[config.mk]
export PLATFORM = sky130hd
export DESIGN_NAME = ubg_top
export DESIGN_NICKNAME = d
export VERILOG_FILES = /design/src/inc/ubg_pkg.sv /design/src/rtl/ubg_divcnt.sv /design/src/rtl/ubg_top.sv
export SDC_FILE = /design/constraint.sdc
export NUM_CORES = 1
export LEC_CHECK = 0
export ABC_AREA = 1
export BUFFER_PORTS_ARGS = -buffer_cell sky130_fd_sc_hd__buf_2
export CAP_MARGIN = 20
export CORE_MARGIN = 5
export CORE_UTILIZATION = 59
export DETAILED_ROUTE_END_ITERATION = 8
export PLACE_DENSITY = 0.81
export SLEW_MARGIN = 30
export SYNTH_ARGS = -nofsm -noshare
export SYNTH_HDL_FRONTEND = slang
export SYNTH_SLANG_ARGS = --single-unit
[constraint.sdc]
create_clock -name mclk -period 2.5 [get_ports mclk]
set_clock_uncertainty 0.05 [all_clocks]
set_input_delay 0.5 -clock mclk [delete_from_list [all_inputs] [get_ports mclk]]
set_output_delay 0.5 -clock mclk [all_outputs]
set_load 0.02 [all_outputs]
[src/inc/ubg_pkg.sv]
// package of constants for the serial baud rate generator
package ubg_pkg;

    // ------------------------------------------------------------------
    // register map
    // ------------------------------------------------------------------
    localparam int ADDR_W = 2;
    localparam int DATA_W = 8;
    localparam logic [1:0] ADDR_BAUD_CTRL = 2'h0;
    localparam logic [1:0] ADDR_MODE = 2'h1;
    localparam logic [1:0] ADDR_FRAME = 2'h2;
    localparam logic [1:0] ADDR_STATUS = 2'h3;

    // ------------------------------------------------------------------
    // field positions and reset values
    // ------------------------------------------------------------------
    localparam int SRC_HI = 7;
    localparam int SRC_LO = 6;
    localparam int K_HI = 4;
    localparam int K_LO = 0;
    localparam int MODE_POWER = 7;
    localparam int MODE_TXE = 6;
    localparam int MODE_RXE = 5;
    localparam logic [7:0] BAUD_CTRL_RESET = 8'h08;
    localparam logic [7:0] MODE_RESET = 8'h00;
    localparam logic [3:0] FRAME_LEN_RESET = 4'ha;
    localparam logic [4:0] K_MIN = 5'h08;

    // ------------------------------------------------------------------
    // prescaler: count limit for each source code, one less than the mclk cycles per base clock
    // ------------------------------------------------------------------
    localparam logic [3:0] PRE_LIMIT_0 = 4'h0;
    localparam logic [3:0] PRE_LIMIT_1 = 4'h1;
    localparam logic [3:0] PRE_LIMIT_2 = 4'h3;
    localparam logic [3:0] PRE_LIMIT_3 = 4'h7;

    // receive sequencer
    typedef enum logic [1:0] {
        RX_IDLE = 2'b00,
        RX_START = 2'b01,
        RX_DATA = 2'b10
    } ubg_rx_state_t;

endpackage : ubg_pkg

[src/rtl/ubg_divcnt.sv]
// 5-bit divider counter with half-period phase flag
module ubg_divcnt
    import ubg_pkg::*;
(
    // clock and reset
    input wire logic mclk,
    input wire logic resetn,
    // control
    input wire logic clear,
    input wire logic tick,
    input wire logic [4:0] k_value,
    // timing pulses
    output logic mid_pulse,
    output logic bit_pulse
);

    typedef struct packed {
        logic [4:0] cnt;
        logic phase;
    } ubg_div_state_t;

    ubg_div_state_t st;
    ubg_div_state_t next_st;
    logic at_k;

    // wrap after k base clocks; two wraps make one bit
    assign at_k = (st.cnt == k_value - 5'h01);
    assign mid_pulse = tick & ~clear & at_k & ~st.phase;
    assign bit_pulse = tick & ~clear & at_k & st.phase;

    // next counter value
    always_comb begin
        next_st = st;
        if (clear) begin
            next_st = '0;
        end else if (tick) begin
            if (at_k) begin
                next_st.cnt = 5'h00;
                next_st.phase = ~st.phase;
            end else begin
                next_st.cnt = st.cnt + 5'h01;
            end
        end
    end

    // state register
    always_ff @(posedge mclk or negedge resetn) begin
        if (!resetn) begin
            st <= '0;
        end else begin
            st <= next_st;
        end
    end

endmodule : ubg_divcnt

[src/rtl/ubg_top.sv]
// baud rate generator: prescaler, tx and rx dividers, receive timing
module ubg_top
    import ubg_pkg::*;
(
    // clock and reset
    input wire logic mclk,
    input wire logic resetn,
    // register port
    input wire logic [1:0] reg_addr,
    input wire logic [7:0] reg_wdata,
    input wire logic reg_wr,
    input wire logic reg_rd,
    output logic [7:0] reg_rdata,
    // serial unit side
    input wire logic tx_load,
    input wire logic serial_rx_pin,
    output logic base_tick,
    output logic tx_bit_tick,
    output logic rx_filtered,
    output logic rx_busy,
    output logic rx_sample,
    output logic rx_bit,
    output logic rx_frame_done,
    output logic rx_frame_ok
);

    // ------------------------------------------------------------------
    // state
    // ------------------------------------------------------------------
    typedef struct packed {
        logic [7:0] baud_gen_control;
        logic [7:0] serial_mode_reg;
        logic [3:0] frame_len;
        logic [7:0] rdata;
        logic [3:0] pre_cnt;
        logic base_tick;
        logic samp_a;
        logic samp_b;
        logic filt;
        logic filt_prev;
        ubg_rx_state_t rx_state;
        logic [3:0] bit_cnt;
        logic tx_bit_tick;
        logic rx_sample;
        logic rx_bit;
        logic rx_frame_done;
        logic rx_frame_ok;
        logic last_ok;
        logic rx_busy;
    } ubg_state_t;

    ubg_state_t st;
    ubg_state_t next_st;

    // ------------------------------------------------------------------
    // decoded control
    // ------------------------------------------------------------------
    logic serial_power_on;
    logic tx_enable_bit;
    logic rx_enable_bit;
    logic clk_src_sel_hi;
    logic clk_src_sel_lo;
    logic [4:0] divisor_k_field;
    logic [4:0] k_eff;
    logic k_invalid;
    logic [3:0] pre_limit;
    logic tx_clear;
    logic rx_clear;
    logic tx_mid;
    logic tx_bit;
    logic rx_mid;
    logic rx_edge;
    logic [7:0] status_word;

    assign serial_power_on = st.serial_mode_reg[MODE_POWER];
    assign tx_enable_bit = st.serial_mode_reg[MODE_TXE];
    assign rx_enable_bit = st.serial_mode_reg[MODE_RXE];
    assign clk_src_sel_hi = st.baud_gen_control[SRC_HI];
    assign clk_src_sel_lo = st.baud_gen_control[SRC_LO];
    assign divisor_k_field = st.baud_gen_control[K_HI:K_LO];

    // k below 8 is out of range; run at 8 so timing stays sane
    assign k_invalid = (divisor_k_field < K_MIN);
    assign k_eff = k_invalid ? K_MIN : divisor_k_field;

    // one fixed prescaler ratio per source code
    always_comb begin
        case ({clk_src_sel_hi, clk_src_sel_lo})
            2'b00: pre_limit = PRE_LIMIT_0;
            2'b01: pre_limit = PRE_LIMIT_1;
            2'b10: pre_limit = PRE_LIMIT_2;
            2'b11: pre_limit = PRE_LIMIT_3;
            default: pre_limit = PRE_LIMIT_0;
        endcase
    end

    // ------------------------------------------------------------------
    // divider counters
    // ------------------------------------------------------------------
    // tx counter held while power or tx enable is off
    // a character load restarts the bit grid
    assign tx_clear = ~(serial_power_on & tx_enable_bit) | tx_load;
    // rx counter held while off; also held while idle
    assign rx_clear = ~(serial_power_on & rx_enable_bit) | (st.rx_state == RX_IDLE);

    // counts base clocks once powered and enabled
    ubg_divcnt u_tx_div (
        .mclk(mclk),
        .resetn(resetn),
        .clear(tx_clear),
        .tick(st.base_tick),
        .k_value(k_eff),
        .mid_pulse(tx_mid),
        .bit_pulse(tx_bit)
    );

    // receive latch instants come from this counter
    ubg_divcnt u_rx_div (
        .mclk(mclk),
        .resetn(resetn),
        .clear(rx_clear),
        .tick(st.base_tick),
        .k_value(k_eff),
        .mid_pulse(rx_mid),
        .bit_pulse(rx_edge)
    );

    // status view of the block's own state
    assign status_word = {rx_busy_w(st.rx_state), st.last_ok, k_invalid,
                          serial_power_on, st.bit_cnt};

    function automatic logic rx_busy_w(input ubg_rx_state_t s);
        rx_busy_w = (s != RX_IDLE);
    endfunction : rx_busy_w

    // ------------------------------------------------------------------
    // next state
    // ------------------------------------------------------------------
    always_comb begin
        next_st = st;
        next_st.rx_sample = 1'b0;
        next_st.rx_frame_done = 1'b0;
        next_st.rx_frame_ok = 1'b0;

        // register writes
        if (reg_wr) begin
            case (reg_addr)
                ADDR_BAUD_CTRL: next_st.baud_gen_control = reg_wdata;
                ADDR_MODE: next_st.serial_mode_reg = reg_wdata;
                ADDR_FRAME: next_st.frame_len = reg_wdata[3:0];
                default: next_st.rdata = st.rdata;
            endcase
        end

        // register reads, data valid the cycle after the strobe
        if (reg_rd) begin
            case (reg_addr)
                ADDR_BAUD_CTRL: next_st.rdata = st.baud_gen_control;
                ADDR_MODE: next_st.rdata = st.serial_mode_reg;
                ADDR_FRAME: next_st.rdata = {4'h0, st.frame_len};
                ADDR_STATUS: next_st.rdata = status_word;
                default: next_st.rdata = 8'h00;
            endcase
        end else begin
            next_st.rdata = 8'h00;
        end

        // prescaler feeds the selected base clock while powered
        // powered off: no base clock edges, output held low
        if (serial_power_on) begin
            if (st.pre_cnt >= pre_limit) begin
                next_st.pre_cnt = 4'h0;
                next_st.base_tick = 1'b1;
            end else begin
                next_st.pre_cnt = st.pre_cnt + 4'h1;
                next_st.base_tick = 1'b0;
            end
        end else begin
            next_st.pre_cnt = 4'h0;
            next_st.base_tick = 1'b0;
        end

        // one tx bit every 2k base clocks
        next_st.tx_bit_tick = tx_bit;

        // two matching samples move the filter, two base clocks of lag
        if (st.base_tick) begin
            next_st.samp_a = serial_rx_pin;
            next_st.samp_b = st.samp_a;
            if (st.samp_a == st.samp_b) begin
                next_st.filt = st.samp_b;
            end
            next_st.filt_prev = st.filt;
        end

        // receive sequencer
        case (st.rx_state)
            RX_IDLE: begin
                // falling edge of filtered input starts the divider
                if (st.base_tick && st.filt_prev && !st.filt) begin
                    next_st.rx_state = RX_START;
                    next_st.bit_cnt = 4'h0;
                end
            end
            RX_START: begin
                // resample at count k; low means a real start bit
                if (rx_mid) begin
                    if (!st.filt) begin
                        next_st.rx_state = RX_DATA;
                        next_st.bit_cnt = 4'h1;
                    end else begin
                        next_st.rx_state = RX_IDLE;
                    end
                end
            end
            RX_DATA: begin
                // latch each bit mid-period, 2k apart
                if (rx_mid) begin
                    next_st.rx_sample = 1'b1;
                    next_st.rx_bit = st.filt;
                    next_st.bit_cnt = st.bit_cnt + 4'h1;
                    // stop after the last bit of the frame
                    if (st.bit_cnt >= st.frame_len - 4'h1) begin
                        next_st.rx_state = RX_IDLE;
                        next_st.rx_frame_done = 1'b1;
                        // frame good only if stop bit latched high
                        next_st.rx_frame_ok = st.filt;
                        next_st.last_ok = st.filt;
                    end
                end
            end
            default: next_st.rx_state = RX_IDLE;
        endcase

        // power or receive enable off aborts reception
        if (!(serial_power_on && rx_enable_bit)) begin
            next_st.rx_state = RX_IDLE;
            next_st.bit_cnt = 4'h0;
        end

        // busy kept as its own flop so the port needs no decode after the register
        next_st.rx_busy = (next_st.rx_state != RX_IDLE);
    end

    // ------------------------------------------------------------------
    // state register
    // ------------------------------------------------------------------
    always_ff @(posedge mclk or negedge resetn) begin
        if (!resetn) begin
            st <= '0;
            st.baud_gen_control <= BAUD_CTRL_RESET;
            st.serial_mode_reg <= MODE_RESET;
            st.frame_len <= FRAME_LEN_RESET;
            st.samp_a <= 1'b1;
            st.samp_b <= 1'b1;
            st.filt <= 1'b1;
            st.filt_prev <= 1'b1;
            st.rx_state <= RX_IDLE;
        end else begin
            st <= next_st;
        end
    end

    // ------------------------------------------------------------------
    // outputs, all from flops
    // ------------------------------------------------------------------
    assign reg_rdata = st.rdata;
    assign base_tick = st.base_tick;
    assign tx_bit_tick = st.tx_bit_tick;
    assign rx_filtered = st.filt;
    assign rx_busy = st.rx_busy;
    assign rx_sample = st.rx_sample;
    assign rx_bit = st.rx_bit;
    assign rx_frame_done = st.rx_frame_done;
    assign rx_frame_ok = st.rx_frame_ok;

endmodule : ubg_top

# Word-level counts from Yosys, hierarchy flattened
# Index checks and enable logic that the tools add are counted.
[word_totals]
reg_bits = 62
in_bits = 16
out_inout_bits = 16
wordCells = 112
[op_classes]
addsub = 6
n_lt_le_gt_ge = 3
n_eq_ne = 16
muxes = 26
n_bitwise = 16
n_reduce_logical = 22
[ops]
columns = ["operator", "count"]
rows = [
  ["6-bit two-way mux", 8],
  ["5-bit two-way mux", 7],
  ["8-bit one-hot mux with 4 select lines", 1],
  ["4-bit one-hot mux with 4 select lines", 1],
  ["2-bit AND reduction", 7],
  ["3-bit inequality test (second input constant)", 4],
  ["4-bit one-hot mux with 3 select lines", 1],
  ["2-bit nonzero test", 6],
  ["5-bit by 1-bit adder with 5-bit output (second input constant)", 2],
  ["2-bit == test (second input constant)", 5],
  ["5-bit == test", 2],
  ["4-bit by 1-bit adder with 4-bit output (second input constant)", 2],
  ["1-bit bitwise AND", 8],
  ["4-bit >= comparator", 2],
  ["8-bit two-way mux", 1],
  ["2-bit by 1-bit == test with 1-bit output (second input constant)", 3],
  ["2-bit zero test", 3],
  ["1-bit inverter", 6],
  ["2-bit one-hot mux with 3 select lines", 1],
  ["5-bit by 4-bit < comparator with 1-bit output (second input constant)", 1],
  ["5-bit AND reduction", 1],
  ["5-bit by 1-bit subtractor with 5-bit output (second input constant)", 1],
  ["2-bit two-way mux", 2],
  ["4-bit two-way mux", 1],
  ["other kinds (9)", 13],
]

# Longest topological paths before layout
[logic_depth]
ltp_word = 11
mapped_depth = 17
ltp_nobuf = 17

# Modules after synthesis
# A second synthesis with hierarchy kept.
[unflattened]
cells_unflattened = 471
area_unflattened_um2 = 3579.7
[modules_own_cells]
columns = ["mod", "n_inst", "cells_per_inst", "area_per_inst_um2", "seq_area_each_um2"]
rows = [
  ["ubg_top", 1, 309, 2583.7, 1260.0],
  ["ubg_divcnt", 2, 81, 498.0, 150.1],
]

# Least setup slack after synthesis
# Ideal clock, no wire load.
[synth_path]
path_kind = "register to register"
startpoint = "reg st, in the netlist divisor_k_field[3]"
endpoint = "reg st, in the netlist rx_busy"
t_arrival_ns = 2.015
t_required_ns = 2.331
path_slack_ns = 0.316
stages_incl_launch_ff = 15
n_path_buf = 0
path_cell_list = "dfstp_2 inv_1 nand2_4 nand2_4 ha_1 xor2_1 nand3_2 nor2_1 nand2_1 nor2_2 nand3_1 nand2_1 nand3_1 nand2_1 nand2_1"
[synth_lines]
columns = ["element", "line", "source"]
rows = [
  ["start: declaration", "ubg_top.sv:52", "ubg_state_t st;"],
  ["start signal: assignment", "ubg_top.sv:260", "st <= next_st;"],
]

# Final worst setup path
[layout_path]
startpoint = "reg st, in the netlist divisor_k_field[3]"
endpoint = "reg u_tx_div.st[1] (netlist bit)"
[layout_between]
elab_chain_len = 7
[layout_lines]
columns = ["element", "line", "source"]
rows = [
  ["5-bit by 4-bit < comparator with 1-bit output", "ubg_top.sv:83", "assign k_invalid = (divisor_k_field < K_MIN);"],
  ["5-bit two-way mux *", "ubg_top.sv:84", "assign k_eff = k_invalid ? K_MIN : divisor_k_field;"],
  ["5-bit by 1-bit subtractor with 5-bit output *", "ubg_divcnt.sv:27", "assign at_k = (st.cnt == k_value - 5'h01);"],
  ["5-bit == test *", "ubg_divcnt.sv:27", ""],
  ["5-bit two-way mux *", "ubg_divcnt.sv:37", "if (at_k) begin"],
  ["6-bit two-way mux *", "ubg_divcnt.sv:36", "end else if (tick) begin"],
  ["6-bit two-way mux *", "ubg_divcnt.sv:34", "if (clear) begin"],
  ["end signal: assignment", "ubg_divcnt.sv:51", "st <= next_st;"],
  ["end: declaration", "ubg_divcnt.sv:22", "ubg_div_state_t st;"],
]
# Every way passes the cells marked *; elsewhere a longest branch is shown, timed or not. The select of a mux whose other input is x is not followed.
# A chain may end at the register's enable or synchronous reset.

==> impl_metrics.yaml <==
setup_path:
  r2r_setup_slack_ps: 170
  path_max_fanout: 7
  crit_path_start_kind: "flop"
  path_class: "flop to flop"
  endpoint_kind: "flop"
  cp.required_ps: 2670
  rr_startpoint: "divisor_k_field[3]"
  reg2reg_depth: 14
  worstSetupStartpoint: "divisor_k_field[3]"
  rr_endpoint: "u_tx_div.st[1]"
  crit_arrival_ps: 2500
drt:
  drt_iter0_markers: 149
  detail_route.wl_per_cell_um: 14.6
  drc: 0
  drt-vias-per-instance: 5.41
  via_count: 2797
  antenna_left: 0
  first_pass_iters: 6
  wl_mm: 7.53
timing:
  tightest_slew_ps: 634
  period_minus_slack_ps: 2330
  maxSlewViolCount: 0
  period_share_pct: 93.2
  max_freq_mhz: 429
  fin_hold_ws_ps: 119
  setup_violations: 0
  tns_ps: 0
  hold_viol: 0
  max_slew_margin_pct: 57.7
die:
  initial_core_util_pct: 61.2
  core_um2: 5540
  io_pins: 32
  rows: 27
  die_area_um2: 7370
  die_x_um: 85.8
  die-height_um: 85.8
final_layout:
  fin_nets: 473
  antenna_cells: 0
  finish.utilization_pct: 69.0
  area_delta_synth_final_pct: 12.7
  drive_gt1_share_pct: 19.1
clock_tree:
  ctsRootBufferMaster: "clkbuf_8"
  cts_made_buffers: 9
  numClockSinks: 62
  clkTransAtPathRegs_ps: 70
  postCtsSetupRepairBufs: 0
  clk_path_buf_depth: 2
  clock_latency_ps: 340
  htree_levels: 3
  cts_tree: "done"
global_routing:
  grt.overflow.total: 0
  grt_pass1_vias: 2774
  grt_max_degree: 36
  grt_first_pass_wirelength_mm: 13.0
  grt_usage_pct: 22.7
  antenna_found_initial: 0
pwr:
  p_switching_uw: 833
  p_leak_uw: 0.00195
  powerDensity_nw_per_um2: 695
  swShare_pct: 31.3
  power_frac_seq_pct: 45.6
  p_clk_share_pct: 33.7
  p_int_uw: 1830
  vdd_drop_max_mv: 0.412
  combPwrFrac_pct: 20.7
flow_run:
  drv.max_cap_violation_count: 0
status:
  outcome: "finished clean"
synthesis:
  avgSynthCellArea_um2: 8.36
  ys.flop_type: "dfrtp_1"
  ys_seq_area_share_pct: 46.0
  synth_edf_count: 0
  synth_warnings: 0
  synth_xor_area_share_pct: 4.13
  synthArstFlopShare_pct: 100
  synthMuxAreaShare_pct: 0
  synthCells: 406
  synthAdderAreaFrac_pct: 6.27
  synth_top_family_by_area: "simple AND/OR/NAND/NOR gates"
  netlist_area_um2: 3390
  synthSimpleGateAreaFrac_pct: 23.6
  synth_compound_area_share_pct: 10.8
  ys_types: 34
  synth-seq-cells: 62
  synth_fp_nets: 439
place:
  numPortBuffers: 31
  place_hpwl_mm: 5.51
  gp_congestion: 0.920
hold_path:
  min_path_type: "input pin to async pin"
## synthesized netlist by cell type, types with 3 or more instances
cell type / number / area [um^2]
nor2_1: 28 / 105
ha_1: 17 / 213
nand2_1: 88 / 330
o21ai_1: 3 / 15.0
inv_1: 61 / 229
o21ai_0: 36 / 180
dfrtp_1: 55 / 1380
xor2_1: 11 / 96.3
buf_4: 8 / 60.1
inv_2: 4 / 15.0
a21oi_1: 8 / 40.0
nor3_1: 3 / 15.0
nand3_1: 23 / 115
o22ai_1: 4 / 25.0
xnor2_1: 5 / 43.8
nand4_1: 6 / 37.5
nand2_2: 11 / 68.8
dfstp_2: 7 / 184
a221oi_1: 4 / 35.0
## sequential cells by signal, indices dropped and copies added (netlist names), 5 cells and up
signal	flops
u_tx_div.st	6
reg_rdata	8
u_rx_div.st	6
divisor_k_field	5
st	25
## worst max path at each step
stage | cells past startpoint | slack, ps | endpoint
2_1_floorplan | 14 | 320 | rx_busy
3_3_place_gp | 14 | 200 | rx_busy
3_5_place_dp | 14 | 100 | rx_busy
4_1_cts | 14 | 80 | rx_busy
5_1_grt | 14 | -30 | rx_busy
6_report | 14 | 170 | u_tx_div.st[1]
## cells by family (layout without fill, tap and decap cells)
family | Yosys count | after routing
flops | 62 | 62
buf+inv | 76 | 115
simple gates | 171 | 171
fa+ha+maj | 17 | 17
compound gates | 64 | 64
xor+xnor | 16 | 16
## final cells by class
cell class	count	area (um^2)
sequential	62	1560
multi-input combinational	268	1540
clock buffer	12	155
clock inverter	4	45.0
timing repair buffer	33	183
tap	72	90.1
inverter	66	248
fill	454	1720
## metal layers
layer / routed length [um] / vias up / share of wire (%) / track usage (%)
met5: 0 / - / 0 / 0
met4: 111 / 0 / 1.5 / 8.06
met3: 417 / 11 / 5.5 / 5.28
met2: 3770 / 104 / 50 / 37.7
met1: 3230 / 1315 / 43 / 29.0
li1: - / 1367 / - / -
## placed cells by master, fill, tap and decap left out, types with 5 or more instances in the layout
cell / synthesis / final
nand4_1: 6 / 6
a21oi_1: 8 / 8
buf_2: 0 / 31
xnor2_1: 5 / 5
ha_1: 17 / 16
o21ai_0: 36 / 36
dfrtp_1: 55 / 55
nand3_1: 23 / 23
clkbuf_8: 0 / 11
xor2_1: 11 / 10
nor2_1: 28 / 28
nand2_2: 11 / 11
dfstp_2: 7 / 7
inv_1: 61 / 61
nand2_1: 88 / 88
## worst max-delay path, stage by stage (launching register included)
cell and delay (ps):
dfstp_2 550, inv_1 90, nand2_4 120, nand2_1 110, ha_4 310, xor2_1 140, o21ai_0 110, a21oi_1 140
nand2_1 70, nor2_1 80, nand2_1 100, nand2_1 110, nor2_1 80, nand2_1 80, o21ai_0 90
## power by group through the flow
| stage | Combinational [uW] | Sequential, uW | Clock (uW) |
|---|---|---|---|
| after floorplan | 396 | 1210 | 0 |
| after global placement | 503 | 1220 | 0 |
| after detailed placement | 529 | 1230 | 0 |
| after CTS | 532 | 1210 | 910 |
| after global routing | 631 | 1220 | 959 |
| final | 550 | 1210 | 897 |
## per-stage QoR
stage / std cells / total power [uW] / worst slack (ps) / instance area (um^2)
final: 517 / 2660 / 170 / 3820
after global routing: 517 / 2810 / -25.3 / 3820
after CTS: 517 / 2650 / 84.5 / 3800
after detailed placement: 501 / 1760 / 101 / 3600
after global placement: 501 / 1720 / 196 / 3600
after floorplan: 406 / 1600 / 316 / 3390
## timing repair
action	CTS	global route
hold buffers	0	0
endpoints found under the setup margin	0	17
resized for setup	0	3
Power figures use the tool's default switching activity.
